### src/hdl/irc_regs.vh
/*
  register indices, field positions, reset values and timing counts
  of the interrupt and reset control block.
  assumes: included by bare name; byte address is four times the index.
*/
`ifndef IRC_REGS_VH
`define IRC_REGS_VH

// register indices (byte address = index * 4)
`define IRC_IDX_INTCFG 8'h1e
`define IRC_IDX_PROMO 8'h1f
`define IRC_IDX_WDSVC 8'h20
`define IRC_IDX_WDCTL 8'h21
`define IRC_IDX_RTICTL 8'h22
`define IRC_IDX_RTIFLG 8'h23
`define IRC_IDX_STAT 8'h24

// interrupt_pin_config fields and reset, and the priority select reset
`define IRC_INT_EDGE 7
`define IRC_INT_CONN 6
`define IRC_INT_WAIT 5
`define IRC_INTCFG_RST 8'h60
`define IRC_HIGHEST_PRIORITY_SELECT_RST 8'hf2

// watchdog
`define IRC_WD_KEY1 8'h55
`define IRC_WD_KEY2 8'haa
`define IRC_WD_RATE_RST 3'h1
`define IRC_WD_CME 6
`define IRC_WD_BASE_CYC 1024

// real-time interrupt
`define IRC_TICK_EN 7
`define IRC_TICK_FLAG 7
`define IRC_TICK_BASE_CYC 1024

// condition code bits and reset value
`define IRC_CC_S 7
`define IRC_CC_X 6
`define IRC_CC_I 4
`define IRC_CC_RST 8'hd0

// vectors
`define IRC_VEC_RESET 16'hfffe
`define IRC_VEC_CLKMON 16'hfffc
`define IRC_VEC_WDOG 16'hfffa
`define IRC_VEC_NMI 8'hf4
`define IRC_VEC_IRQ 8'hf2

// reset causes
`define IRC_CAUSE_EXT 2'h0
`define IRC_CAUSE_CM 2'h1
`define IRC_CAUSE_WD 2'h2

// timing in e-clock cycles
`define IRC_RST_DRIVE_CYC 16
`define IRC_RST_SAMPLE_CYC 8
`define IRC_STOP_DLY_CYC 4096

`endif

### src/hdl/irc_reset_seq.v
/*
  reset pin sequencer: drives the reset pin low, releases it,
  samples it and reports the reset cause.
  assumes: clk is the e-clock; reset pin input synchronous to clk.
*/
`timescale 1ns/1ps
`include "irc_regs.vh"

module irc_reset_seq #(
  parameter DRIVE_CYC = `IRC_RST_DRIVE_CYC,
  parameter SAMPLE_CYC = `IRC_RST_SAMPLE_CYC
) (
  // clock and reset
  input wire clk,
  input wire rst_n,
  // internal reset request
  input wire intReq,
  input wire intSrcCm,
  // reset pin
  input wire resetPinIn,
  output wire resetPinOut,
  output wire resetPinOe,
  // status
  output wire busy,
  output reg done,
  output reg [1:0] cause
);

  localparam S_IDLE = 4'b0001;
  localparam S_DRIVE = 4'b0010;
  localparam S_WAIT = 4'b0100;
  localparam S_HOLD = 4'b1000;

  reg [3:0] state_q;
  reg [4:0] cnt_q;
  reg [1:0] src_q;

  assign resetPinOut = 1'b0;
  assign resetPinOe = state_q[1];
  assign busy = ~state_q[0];

  always @(posedge clk) begin
    done <= 1'b0;
    if (!rst_n) begin
      state_q <= S_DRIVE;
      cnt_q <= 5'h00;
      src_q <= `IRC_CAUSE_EXT;
      cause <= `IRC_CAUSE_EXT;
    end else begin
      case (state_q)
        S_IDLE: begin
          cnt_q <= 5'h00;
          if (intReq) begin
            state_q <= S_DRIVE;
            src_q <= intSrcCm ? `IRC_CAUSE_CM : `IRC_CAUSE_WD;
          end else if (!resetPinIn) begin
            state_q <= S_DRIVE;
            src_q <= `IRC_CAUSE_EXT;
          end
        end
        S_DRIVE: begin
          cnt_q <= cnt_q + 5'h01;
          if (cnt_q == DRIVE_CYC - 1) begin
            state_q <= S_WAIT;
            cnt_q <= 5'h00;
          end
        end
        S_WAIT: begin
          cnt_q <= cnt_q + 5'h01;
          if (cnt_q == SAMPLE_CYC - 1) begin
            if (!resetPinIn) begin
              cause <= `IRC_CAUSE_EXT;
              state_q <= S_HOLD;
            end else begin
              cause <= src_q;
              done <= 1'b1;
              state_q <= S_IDLE;
            end
          end
        end
        S_HOLD: begin
          if (resetPinIn) begin
            done <= 1'b1;
            state_q <= S_IDLE;
          end
        end
        default: state_q <= S_IDLE;
      endcase
    end
  end

endmodule // irc_reset_seq

### src/hdl/irc_top.v
/*
  interrupt and reset control: pin config, priority promotion,
  reset sequencing, watchdog, clock monitor, rti timer and the
  exception entry and return sequencer, with an apb register slave.
  assumes: clk is the e-clock; all inputs synchronous to clk;
  the cpu holds sp and register values stable while stacking.
*/
// The APB slave port is this design's own decision.
`timescale 1ns/1ps
`include "irc_regs.vh"

module irc_top #(
  parameter NPER = 16,
  parameter WD_W = 24,
  parameter [WD_W-1:0] WD_BASE = `IRC_WD_BASE_CYC,
  parameter [WD_W-1:0] RTI_BASE = `IRC_TICK_BASE_CYC,
  parameter [12:0] STOP_DLY = `IRC_STOP_DLY_CYC
) (
  // clock and reset
  input wire clk,
  input wire rst_n,
  // apb slave
  input wire [9:0] paddr,
  input wire psel,
  input wire penable,
  input wire pwrite,
  input wire [31:0] pwdata,
  output reg [31:0] prdata,
  output wire pready,
  output wire pslverr,
  // pins
  input wire irqPinN,
  input wire xirqPinN,
  input wire resetPinIn,
  output wire resetPinOut,
  output wire resetPinOe,
  input wire debugPinIn,
  input wire modePinHigh,
  input wire modePinLow,
  // clock and stop
  input wire clkFailDet,
  input wire stopExit,
  output reg stopWake,
  // peripheral requests, index 0 is vector ee
  input wire [NPER-1:0] periphIrq,
  // cpu side
  output wire cpuResetN,
  input wire instrDone,
  input wire [15:0] cpuSp,
  input wire [15:0] retAddr,
  input wire [15:0] regY,
  input wire [15:0] regX,
  input wire [15:0] regD,
  input wire ccrWr,
  input wire [7:0] ccrWrData,
  input wire rtiExec,
  input wire [7:0] rtiCcr,
  output reg [7:0] condition_codes,
  output reg flushQ,
  output reg stackWr,
  output reg [15:0] stackAddr,
  output reg [15:0] stackData,
  output reg stackByte,
  output reg vecFetch,
  output reg [15:0] vecAddr,
  output reg spLoad,
  output reg [15:0] spValue,
  output reg resume,
  output reg [1:0] resetCause
);

  localparam NSRC = NPER + 2;
  localparam [7:0] VEC_LOW = 8'hf2 - 2 * (NSRC - 1);
  localparam X_IDLE = 3'b001;
  localparam X_STACK = 3'b010;
  localparam X_VEC = 3'b100;

  wire rsBusy;
  wire rsDone;
  wire [1:0] rsCause;
  reg rstReq_q;
  reg rstCm_q;
  wire sysRst = ~rst_n | rsBusy;

  irc_reset_seq u_seq (
    .clk(clk),
    .rst_n(rst_n),
    .intReq(rstReq_q),
    .intSrcCm(rstCm_q),
    .resetPinIn(resetPinIn),
    .resetPinOut(resetPinOut),
    .resetPinOe(resetPinOe),
    .busy(rsBusy),
    .done(rsDone),
    .cause(rsCause)
  );

  assign cpuResetN = ~(~rst_n | rsBusy | rstReq_q);

  // apb decode
  wire [7:0] idx = paddr[9:2];
  wire hitCfg = idx == `IRC_IDX_INTCFG;
  wire hitPri = idx == `IRC_IDX_PROMO;
  wire hitSvc = idx == `IRC_IDX_WDSVC;
  wire hitWdc = idx == `IRC_IDX_WDCTL;
  wire hitRtc = idx == `IRC_IDX_RTICTL;
  wire hitRtf = idx == `IRC_IDX_RTIFLG;
  wire hitSta = idx == `IRC_IDX_STAT;
  wire hitAny = hitCfg | hitPri | hitSvc | hitWdc | hitRtc | hitRtf | hitSta;
  wire acc = psel & penable;
  wire wr = acc & pwrite & hitAny;
  wire [7:0] wd = pwdata[7:0];
  assign pready = 1'b1;
  assign pslverr = acc & ~hitAny;

  // mode bits
  reg normalMode_q;
  reg modeH_q;
  reg modeL_q;
  wire special = ~normalMode_q;

  always @(posedge clk) begin
    if (!rst_n) begin
      normalMode_q <= 1'b1;
      modeH_q <= 1'b0;
      modeL_q <= 1'b0;
      resetCause <= `IRC_CAUSE_EXT;
    end else if (rsDone) begin
      normalMode_q <= debugPinIn;
      modeH_q <= modePinHigh;
      modeL_q <= modePinLow;
      resetCause <= rsCause;
    end
  end

  // configuration registers
  reg edge_q;
  reg conn_q;
  reg dly_q;
  reg edgeWr_q;
  reg dlyWr_q;
  reg [7:0] highest_priority_select_q;
  reg [2:0] wdRate_q;
  reg cme_q;
  reg rtie_q;
  reg [2:0] rtiRate_q;

  always @(posedge clk) begin
    if (sysRst) begin
      edge_q <= 1'b0;
      conn_q <= 1'b1;
      dly_q <= 1'b1;
      edgeWr_q <= 1'b0;
      dlyWr_q <= 1'b0;
      highest_priority_select_q <= `IRC_HIGHEST_PRIORITY_SELECT_RST;
      wdRate_q <= `IRC_WD_RATE_RST;
      cme_q <= 1'b0;
      rtie_q <= 1'b0;
      rtiRate_q <= 3'h0;
    end else begin
      if (wr && hitCfg) begin
        edgeWr_q <= 1'b1;
        if (special ? edgeWr_q : ~edgeWr_q)
          edge_q <= wd[`IRC_INT_EDGE];
        conn_q <= wd[`IRC_INT_CONN];
        if (special | ~dlyWr_q) begin
          dly_q <= wd[`IRC_INT_WAIT];
          dlyWr_q <= 1'b1;
        end
      end
      if (wr && hitPri && condition_codes[`IRC_CC_I])
        highest_priority_select_q <= wd;
      if (wr && hitWdc) begin
        wdRate_q <= wd[2:0];
        cme_q <= wd[`IRC_WD_CME];
      end
      if (wr && hitRtc) begin
        rtie_q <= wd[`IRC_TICK_EN];
        rtiRate_q <= wd[2:0];
      end
    end
  end

  // real-time interrupt timer
  reg [WD_W-1:0] rtiCnt_q;
  reg rtiFlag_q;
  wire [WD_W-1:0] rtiLim = RTI_BASE << rtiRate_q;
  wire rtiTick = (rtiRate_q != 3'h0) && (rtiCnt_q == rtiLim - 1'b1);

  always @(posedge clk) begin
    if (sysRst) begin
      rtiCnt_q <= {WD_W{1'b0}};
      rtiFlag_q <= 1'b0;
    end else begin
      rtiCnt_q <= (rtiTick || rtiRate_q == 3'h0) ? {WD_W{1'b0}} : rtiCnt_q + 1'b1;
      if (rtiTick)
        rtiFlag_q <= 1'b1;
      else if (wr && hitRtf && wd[`IRC_TICK_FLAG])
        rtiFlag_q <= 1'b0;
    end
  end

  // watchdog and clock monitor
  reg [WD_W-1:0] wdCnt_q;
  reg wdArm_q;
  wire wdEn = wdRate_q != 3'h0;
  wire [WD_W-1:0] wdLim = WD_BASE << wdRate_q;
  wire svc = wr & hitSvc & wdEn;
  wire wdBad = svc & ~(wd == `IRC_WD_KEY1 | (wd == `IRC_WD_KEY2 & wdArm_q));
  wire wdOut = wdEn & (wdCnt_q == wdLim - 1'b1);
  wire cmFail = cme_q & clkFailDet;

  always @(posedge clk) begin
    if (sysRst) begin
      wdCnt_q <= {WD_W{1'b0}};
      wdArm_q <= 1'b0;
      rstReq_q <= 1'b0;
      rstCm_q <= 1'b0;
    end else begin
      rstReq_q <= wdBad | wdOut | cmFail;
      rstCm_q <= cmFail;
      if (!wdEn)
        wdCnt_q <= {WD_W{1'b0}};
      else if (svc && wd == `IRC_WD_KEY2 && wdArm_q)
        wdCnt_q <= {WD_W{1'b0}};
      else
        wdCnt_q <= wdCnt_q + 1'b1;
      if (svc)
        wdArm_q <= wd == `IRC_WD_KEY1;
    end
  end

  // stop exit delay
  reg [12:0] stopCnt_q;
  reg stopBusy_q;

  always @(posedge clk) begin
    stopWake <= 1'b0;
    if (sysRst) begin
      stopCnt_q <= 13'h0000;
      stopBusy_q <= 1'b0;
    end else if (stopBusy_q) begin
      stopCnt_q <= stopCnt_q + 13'h0001;
      if (stopCnt_q == STOP_DLY - 1'b1) begin
        stopBusy_q <= 1'b0;
        stopWake <= 1'b1;
      end
    end else if (stopExit) begin
      stopCnt_q <= 13'h0000;
      if (dly_q)
        stopBusy_q <= 1'b1;
      else
        stopWake <= 1'b1;
    end
  end

  // irq pin and maskable arbitration
  reg irqPrev_q;
  reg edgeLat_q;
  wire irqReq = conn_q & (edge_q ? edgeLat_q : ~irqPinN);
  wire [NSRC-1:0] src = {periphIrq, rtiFlag_q & rtie_q, irqReq};
  wire priOk = highest_priority_select_q <= `IRC_VEC_IRQ && highest_priority_select_q >= VEC_LOW && !highest_priority_select_q[0];
  wire [7:0] priDiff = `IRC_VEC_IRQ - highest_priority_select_q;
  wire [4:0] pIdx = priOk ? priDiff[5:1] : 5'h00;
  reg [4:0] win;
  integer k;

  always @* begin
    win = 5'h00;
    for (k = NSRC - 1; k >= 0; k = k - 1)
      if (src[k])
        win = k[4:0];
    if (src[pIdx])
      win = pIdx;
  end

  wire anyMask = |src;
  wire [7:0] winVec = `IRC_VEC_IRQ - {2'b00, win, 1'b0};
  wire xirqReq = ~xirqPinN;

  // exception sequencer
  reg [2:0] xs_q;
  reg [2:0] step_q;
  reg [15:0] sp_q;
  reg [7:0] vecSel_q;
  reg setX_q;
  wire xIdle = xs_q[0];
  wire pendNow = (xirqReq & ~condition_codes[`IRC_CC_X]) | (anyMask & ~condition_codes[`IRC_CC_I]);
  wire take = instrDone & xIdle & pendNow & cpuResetN & ~rtiExec;
  wire chain = (xirqReq & ~rtiCcr[`IRC_CC_X]) | (anyMask & ~rtiCcr[`IRC_CC_I]);
  wire [7:0] selVec = (xirqReq & ~condition_codes[`IRC_CC_X]) ? `IRC_VEC_NMI : winVec;
  wire [7:0] chVec = (xirqReq & ~rtiCcr[`IRC_CC_X]) ? `IRC_VEC_NMI : winVec;
  wire irqSvc = xs_q[2] & (vecSel_q == `IRC_VEC_IRQ);

  always @(posedge clk) begin
    if (sysRst) begin
      irqPrev_q <= 1'b1;
      edgeLat_q <= 1'b0;
    end else begin
      irqPrev_q <= irqPinN;
      if (conn_q & edge_q & irqPrev_q & ~irqPinN)
        edgeLat_q <= 1'b1;
      else if (irqSvc)
        edgeLat_q <= 1'b0;
    end
  end

  always @(posedge clk) begin
    flushQ <= 1'b0;
    stackWr <= 1'b0;
    stackByte <= 1'b0;
    vecFetch <= 1'b0;
    spLoad <= 1'b0;
    resume <= 1'b0;
    if (sysRst) begin
      xs_q <= X_IDLE;
      step_q <= 3'h0;
      sp_q <= 16'h0000;
      vecSel_q <= 8'h00;
      setX_q <= 1'b0;
      stackAddr <= 16'h0000;
      stackData <= 16'h0000;
      vecAddr <= 16'h0000;
      spValue <= 16'h0000;
    end else begin
      if (rsDone) begin
        vecFetch <= 1'b1;
        vecAddr <= (resetCause == `IRC_CAUSE_CM) ? `IRC_VEC_CLKMON : `IRC_VEC_RESET;
        if (rsCause == `IRC_CAUSE_CM)
          vecAddr <= `IRC_VEC_CLKMON;
        else if (rsCause == `IRC_CAUSE_WD)
          vecAddr <= `IRC_VEC_WDOG;
        else
          vecAddr <= `IRC_VEC_RESET;
      end
      case (xs_q)
        X_IDLE: begin
          step_q <= 3'h0;
          if (take) begin
            flushQ <= 1'b1;
            sp_q <= cpuSp;
            vecSel_q <= selVec;
            setX_q <= xirqReq & ~condition_codes[`IRC_CC_X];
            xs_q <= X_STACK;
          end else if (rtiExec) begin
            if (chain) begin
              spLoad <= 1'b1;
              spValue <= cpuSp - 16'h0009;
              vecSel_q <= chVec;
              setX_q <= xirqReq & ~rtiCcr[`IRC_CC_X];
              xs_q <= X_VEC;
            end else
              resume <= 1'b1;
          end
        end
        X_STACK: begin
          stackWr <= 1'b1;
          step_q <= step_q + 3'h1;
          case (step_q)
            3'h0: begin
              stackAddr <= sp_q - 16'h0002;
              stackData <= retAddr;
            end
            3'h1: begin
              stackAddr <= sp_q - 16'h0004;
              stackData <= regY;
            end
            3'h2: begin
              stackAddr <= sp_q - 16'h0006;
              stackData <= regX;
            end
            3'h3: begin
              stackAddr <= sp_q - 16'h0008;
              stackData <= regD;
            end
            default: begin
              stackAddr <= sp_q - 16'h0009;
              stackData <= {8'h00, condition_codes};
              stackByte <= 1'b1;
              xs_q <= X_VEC;
            end
          endcase
        end
        X_VEC: begin
          vecFetch <= 1'b1;
          vecAddr <= {8'hff, vecSel_q};
          xs_q <= X_IDLE;
        end
        default: xs_q <= X_IDLE;
      endcase
    end
  end

  // condition codes
  always @(posedge clk) begin
    if (sysRst)
      condition_codes <= `IRC_CC_RST;
    else if (xs_q[2]) begin
      condition_codes[`IRC_CC_I] <= 1'b1;
      if (setX_q)
        condition_codes[`IRC_CC_X] <= 1'b1;
    end else if (xIdle && rtiExec)
      condition_codes <= rtiCcr;
    else if (ccrWr)
      condition_codes <= ccrWrData;
  end

  // read data captured in the setup phase
  always @(posedge clk) begin
    if (!rst_n)
      prdata <= 32'h00000000;
    else if (psel && !penable) begin
      prdata <= 32'h00000000;
      if (hitCfg)
        prdata[7:0] <= {edge_q, conn_q, dly_q, 5'h00};
      else if (hitPri)
        prdata[7:0] <= highest_priority_select_q;
      else if (hitWdc)
        prdata[7:0] <= {1'b0, cme_q, 3'h0, wdRate_q};
      else if (hitRtc)
        prdata[7:0] <= {rtie_q, 4'h0, rtiRate_q};
      else if (hitRtf)
        prdata[7:0] <= {rtiFlag_q, 7'h00};
      else if (hitSta)
        prdata[7:0] <= {normalMode_q, modeH_q, modeL_q, 3'h0, resetCause};
    end
  end

endmodule // irc_top
### config.mk
export PLATFORM = sky130hd
export DESIGN_NAME = irc_top
export DESIGN_NICKNAME = d
export VERILOG_FILES = /design/src/hdl/irc_reset_seq.v /design/src/hdl/irc_top.v
export VERILOG_INCLUDE_DIRS = /design/src /design/src/hdl
export SDC_FILE = /design/constraint.sdc
export NUM_CORES = 1
export LEC_CHECK = 0
export BUFFER_PORTS_ARGS = -buffer_cell sky130_fd_sc_hd__buf_2
export CAP_MARGIN = 0
export CORE_ASPECT_RATIO = 1.75
export CORE_UTILIZATION = 45
export CTS_CLUSTER_DIAMETER = 120
export DETAILED_ROUTE_END_ITERATION = 10
export PLACE_DENSITY = 0.77
export SLEW_MARGIN = 5
export SYNTH_ARGS = -nofsm -noshare
export SYNTH_HDL_FRONTEND = slang
export SYNTH_SLANG_ARGS = --single-unit
export TNS_END_PERCENT = 20
### constraint.sdc
create_clock -name clk -period 3.45 [get_ports clk]
set_input_delay 0 -clock clk [delete_from_list [all_inputs] [get_ports clk]]
set_output_delay 0 -clock clk [all_outputs]
set_load 0.05 [all_outputs]
* Yosys cells after proc, flatten, opt, wreduce, memory -nomap -nowiden
Index checks and enable logic that the tools add are counted.
W data, S select, Z words.
** Storage, ports and cells
- Register bits after elaboration :: 226
- Input port bits :: 170
- Output and inout port bits :: 118
- Logic and storage cells :: 301
** Cells by class
- Add/subtract/negate cells :: 15
- $lt $le $gt $ge :: 3
- Eq/ne operators :: 35
- Shifts and indexed selects :: 2
- Muxes and demuxes :: 90
- Bitwise logic cells :: 58
- Reduce and logical (&&, ||, !) cells :: 49
** Operators by type and width (count)
- $pmux W16 S4 :: 2
- $mux W5 :: 21
- $mux W8 :: 13
- $add A24 B1 Y24 const B :: 2
- $eq A24 B24 Y1 :: 2
- $shl A11 B3 Y24 const A :: 2
- $sub A16 B4 Y16 const B :: 3
- $sub A24 B1 Y24 const B :: 2
- $eq A8 B6 Y1 const B :: 5
- $mux W16 :: 2
- $sub A16 B3 Y16 const B :: 2
- $mux W1 :: 29
- $mux W13 :: 2
- $and A1 B1 Y1 :: 24
- $mux W4 :: 6
- $not A1 Y1 :: 20
- $mux W3 :: 6
- $reduce_or A18 Y1 :: 1
- $eq A8 B5 Y1 const B :: 2
- $eq A8 B8 Y1 const B :: 2
- $pmux W4 S4 :: 1
- $reduce_bool A2 Y1 :: 8
- $sub A16 B2 Y16 const B :: 1
- $pmux W5 S3 :: 1
- other kinds (40) :: 93

* Depth between registers and ports, before layout
- Depth after elaboration :: 24
- Mapped depth :: 15
- Depth with buffers taken out :: 14

* Cells and area by module
A second synthesis with hierarchy kept.
** Unflattened totals
- Cell total of the unflattened synthesis :: 1459
- Area, all modules :: 11717.5 um2
** By module, submodules not included
- irc_top :: times used 1, cells each 1373, area each 10921.7 um2, seq. area each 4063.9 um2
- irc_reset_seq :: times used 1, cells each 86, area each 795.8 um2, seq. area each 280.3 um2

* Worst setup path before layout
No wires, ideal clock.
- Kind :: register -> register
- From :: register step_q[0]
- To :: register stackAddr[10]
- Setup time :: 132 ps
- Data arrival time :: 2946 ps
- Data required time :: 3318 ps
- Path slack :: 373 ps
- Cell stages (with the launch flop) :: 13
- Buffers on the path :: 2
- Period minus slack after synthesis :: 3077 ps
- Cell sequence :: dfxtp_1 inv_1 ha_1 nor2b_1 clkbuf_1 buf_1 inv_1 ha_1 a211oi_1 a21oi_1 or4_1 a221oi_1 nor3_1
** On the way
- Cells in the longest elaborated chain, start to end :: 2
- Elaborated cells between the ends (all ways) :: 5
- Those cells by class :: eq/ne: 3; mux: 1; reduce/logical: 1
** RTL lines
- start, declared :: line irc_top.v:283 : reg [2:0] step_q;
- start signal, assigned :: line irc_top.v:358 : step_q <= step_q + 3'h1;
- $eq A3 B2 Y1 (tied with other cells) :: line irc_top.v:359 : case (step_q)
- $pmux W16 S4 * :: line irc_top.v:359
- end signal, assigned :: line irc_top.v:361 : stackAddr <= sp_q - 16'h0002;
- end signal, assigned :: line irc_top.v:365 : stackAddr <= sp_q - 16'h0004;
- end signal, assigned :: line irc_top.v:369 : stackAddr <= sp_q - 16'h0006;
- end, declared :: line irc_top.v:61 : output reg [15:0] stackAddr,
Every way passes the cells marked *; elsewhere a longest branch is shown, timed or not.
A chain may end at the register's enable or synchronous reset.

* Worst setup path after layout
- From :: register highest_priority_select_q[0]
- To :: register vecSel_q[4]
** On the way
- Cells in the longest elaborated chain, start to end :: 12
- Elaborated cells between the ends (all ways) :: 16
- Those cells by class :: add/sub: 2; order compare: 2; mux: 9; reduce/logical: 3
** RTL lines
- start, declared :: line irc_top.v:142 : reg [7:0] highest_priority_select_q;
- start signal, assigned :: line irc_top.v:155 : highest_priority_select_q <= `IRC_HIGHEST_PRIORITY_SELECT_RST;
- start signal, assigned :: line irc_top.v:172 : highest_priority_select_q <= wd;
- $le A8 B8 Y1 (no line) / $ge A8 B8 Y1 (equally long branches)
- $logic_and A1 B1 Y1 (2 in a row) :: line irc_top.v:262 : wire priOk = highest_priority_select_q <= `IRC_VEC_IRQ && highest_priority_select_q >= VEC_LOW && !highest_pri ...
- $mux W5 * :: line irc_top.v:264 : wire [4:0] pIdx = priOk ? priDiff[5:1] : 5'h00;
- $bmux W1 S5 :: line irc_top.v:273 : if (src[pIdx])
- $mux W1 (implied by the code) :: line irc_top.v:273
- $mux W5 * :: line irc_top.v:273
- $sub A5 B7 Y8 (no line) *
- $mux W8 :: line irc_top.v:292 : wire [7:0] chVec = (xirqReq & ~rtiCcr[`IRC_CC_X]) ? `IRC_VEC_NMI : winVec;
- $mux W8 :: line irc_top.v:346 : if (chain) begin
- $mux W8 :: line irc_top.v:345 : end else if (rtiExec) begin
- $mux W8 * :: line irc_top.v:339 : if (take) begin
- end signal, assigned :: line irc_top.v:342 : vecSel_q <= selVec;
- end signal, assigned :: line irc_top.v:349 : vecSel_q <= chVec;
- end, declared :: line irc_top.v:285 : reg [7:0] vecSel_q;
Every way passes the cells marked *; elsewhere a longest branch is shown, timed or not. The select of a mux whose other input is x is not followed.

==> metrics.md <==
| Metric | Value |
|---|---|
| Die W | around 120 microns |
| Met2 Usage GRT | around 50% |
| Max Slew Vio Count | 0 |
| Pin count of the biggest net entering global routing | 73 |
| Max Fanout on Critical Path | 10 |
| # hold bufs at CTS | 101 |
| CP Buf/Inv Count | 2 |
| Flops & latches, synth | between 200 and 250 |
| Syn Inst Count | ~1,500 |
| IO Count | 288 |
| First-pass GRT wire length | ~55,000 microns |
| Critical path capture point type | flop |
| P&R area growth vs syn | 26.1% |
| GRT overflow | 0 |
| Worst skew pair latency | 0.51 ns |
| Synth unique cells | 87 |
| Worst min-delay path class | input port to flop |
| Tcrit/Tclk final | 89.7% |
| DRT Wirelength | 35,500 microns |
| Postcts setup bufs | 0 |
| Tot Pwr | 5700 uW |
| Final ANT Viol Nets | 0 |
| Main synth FF type | dfxtp_1 |
| CTS Buffer Depth | 3 |
| CTS root buf | clkbuf_16 |
| Die area | 0.0265 sq mm |
| GRT Util Overall | 26.1% |
| CTS tree | yes |
| Vias post-DR | roughly 12,000 |
| Die Span Y | approximately 210 microns |
| Initial Utilization | roughly 46% |
| Crit-path max cell delay | 0.44 ns |
| HPWL after DPL | about 25,000 microns |
| Post-synth ARST share | 0% |
| Fillers | 2,226 |
| Slowest CP cell | dfxtp_1 |
| Slew @ Worst Pin | approximately 1.0 ns |
| Num CTS Buffers | 22 |
| Core Region | 0.0253 sq mm |
| Final min period | 3.10 ns |
| Vias in the first global route | about 12,000 |
| Setup repair after global routing missed its margin | no |
| Peak VDD IR | around 0.32 mV |
| Max Cap Viol | 0 |
| Share of cells above drive strength 1 | 18.5% |
| DRT iter0 DRCs | roughly 680 |
| Grt met1 use | between 20% and 30% |
| Clock-pin slew on the worst setup and hold paths | about 0.07 ns |
| Gp weighted congestion | ~0.96 |
| Count of flip-flops with a built-in enable after synthesis | 0 |
| Syn_area_per_cell | 7.96 sq um |
| Routed len/inst | 17.0 microns |
| Setup violations, final | 0 |
| Clock skew | ~0.017 ns |
| Crit start category | flop |
| Post-synthesis sequential area ratio | between 30 and 40% |
| IO Port Bufs | approximately 230 |
| Met3 Track Usage GR | under 10% |
| WP data required | 3.88 ns |
| Crit path DAT | ~3.5 ns |
| CP Cell Sequence | inv_1 -> ha_1 -> buf_4 -> nor4b_1 -> a311oi_1 -> nand4_1 -> o2111ai_2 -> a22oi_4 -> nor2_1 -> a21oi_1 -> ha_1 -> a21oi_1 -> o211a_1 -> nor3_1 |
| Remaining DRCs | 0 |
| Initial antenna violation count | 1 |
| Final setup TNS | 0 ns |
| Grt peak-use layer | met2 |
| Status | finished, final reports clean |
| Sink Count | around 220 |
| DRT Pass-1 Iters | 6 |
| Slew margin rel. | a little under 30% |
| Htree depth | 1 |
| Setup Crit Path Kind | flop to flop |
| PD cells | around 390 mW/mm^2 |
| Pleak | 0.00588 uW |
| Ys Warns | 0 |
| Vias/cell | between 5 and 6 |
| Max Fclk | roughly 320 MHz |
| Hold Violations, Final | 0 |
| Kind of cell adding the most delay to the critical path | compound AO/OA/AOI/OAI gates |
| Post-Syn Area | between 0.01 and 0.015 sq mm |
| Nets | just under 2,000 |
| Rows | 77 |
| CTS resizes | 0 |
## worst paths after layout
kind / startpoint / end / slack (ns) / cells past startpoint
max: highest_priority_select_q[0] / vecSel_q[4] / 0.35 / 14
min: paddr[2] / rtiFlag_q / 0.04 / 4
max reg2reg: highest_priority_select_q[0] / vecSel_q[4] / 0.35 / 14
min reg2reg: stackAddr[5] / stackAddr[5] / 0.45 / 2
## cells in the final DEF, fill, tap and decap left out, drive strengths merged, types with 37 or more instances in the layout
cell type / synthesis / routed
nand3: 66 / 66
nor2: 212 / 212
dfxtp: 217 / 217
o21ai: 51 / 51
xnor2: 43 / 43
inv: 37 / 37
nor3: 43 / 43
a21oi: 100 / 100
buf: 58 / 255
dlygate4sd3: 0 / 101
nand2: 158 / 158
## area by class of cell
| type | instances | area, sq um | area share, % |
|---|---|---|---|
| clock inverter | 6 | 83.8 | 0.572 |
| timing repair buffer | 356 | 2340 | 16.0 |
| antenna | 1 | 2.50 | 0.0171 |
| inverter | 38 | 143 | 0.974 |
| sequential | 217 | 4340 | 29.7 |
| multi-input combinational | 1121 | 6680 | 45.6 |
| tap | 316 | 395 | 2.70 |
| clock buffer | 34 | 657 | 4.49 |
## Yosys cell counts (all sizes together) (5+ instances only)
library cell    n  area [sq um]
nor2          212           798
a221oi         14           123
and3           28           176
a21oi         100           500
xnor2          43           377
inv            37           139
nand2b         16           108
nor2b          22           145
nand4          14          87.6
xor2           30           270
a31oi          19           119
or2             8          50.1
o221ai          7          61.3
a311oi          9          78.8
mux2i          33           330
nor4           18           134
nor3           43           226
nand3b          6          45.0
o22ai           7          50.1
buf            58           373
a22oi          23           186
and2            8          52.6
nor3b           9          67.6
clkbuf         51           191
a22o           10          87.6
nand3          66           335
nor4b           5          43.8
dfxtp         217          4340
a211oi         17           128
a21boi          9          71.3
a21o           14           108
o211ai         10          75.1
or3            14          87.6
ha             22           275
nand2         158           593
o21ai          51           255
o211a           5          50.1
## sequential cells by signal, summed over array words and instances, names as in the netlist, 3 cells and up
register and count:
step_q 3, xs_q 3, prdata 8, stopCnt_q 13
u_seq.cnt_q 5, stackData 16, stackAddr 16, wdCnt_q 24
spValue 16, sp_q 16, condition_codes 8, rtiRate_q 3
highest_priority_select_q 8, wdRate_q 3, vecSel_q 7, rtiCnt_q 24
vecAddr 8, u_seq.state_q 4
## report_power, final
part           total [uW]  internal [uW]  switching [uW]
Sequential           2580           2540            44.0
Combinational         665            272             393
Clock                2460           1460             995
## worst min-delay path, cell delays in order
cell and delay (ns):
buf_2 0.19, nand3_1 0.11, o21ai_0 0.08, a21oi_1 0.12
## metal layers
metal | wire length (microns) | vias up
met5 | 0 | -
met4 | 1920 | 0
met3 | 2050 | 127
met2 | 18800 | 502
met1 | 12700 | 5573
li1 | - | 5701
## stage by stage
step	hold slack [ns]	util (%)	area (sq um)	worst slack, ns	std cells
finish	0.0433	57.8	14600	0.354	2089
global route	0.0624	57.8	14600	0.108	2089
CTS	0.0182	57.8	14600	0.349	2088
detailed placement	0.215	50.9	12900	0.369	1947
global placement	0.206	50.9	12900	0.420	1947
floorplan	0.0724	-	11700	0.373	1485
## cells by family after synthesis
kind of cell,count (synthesis),synth area share (%)
other cells,2,0.0647
simple gates,638,26.2
flops,217,37.4
xor+xnor,73,5.57
buf+inv,147,6.09
compound gates,324,18.8
mux,36,3.33
fa+ha+maj,23,2.54
No activity file was read; power rests on OpenSTA's default activity.
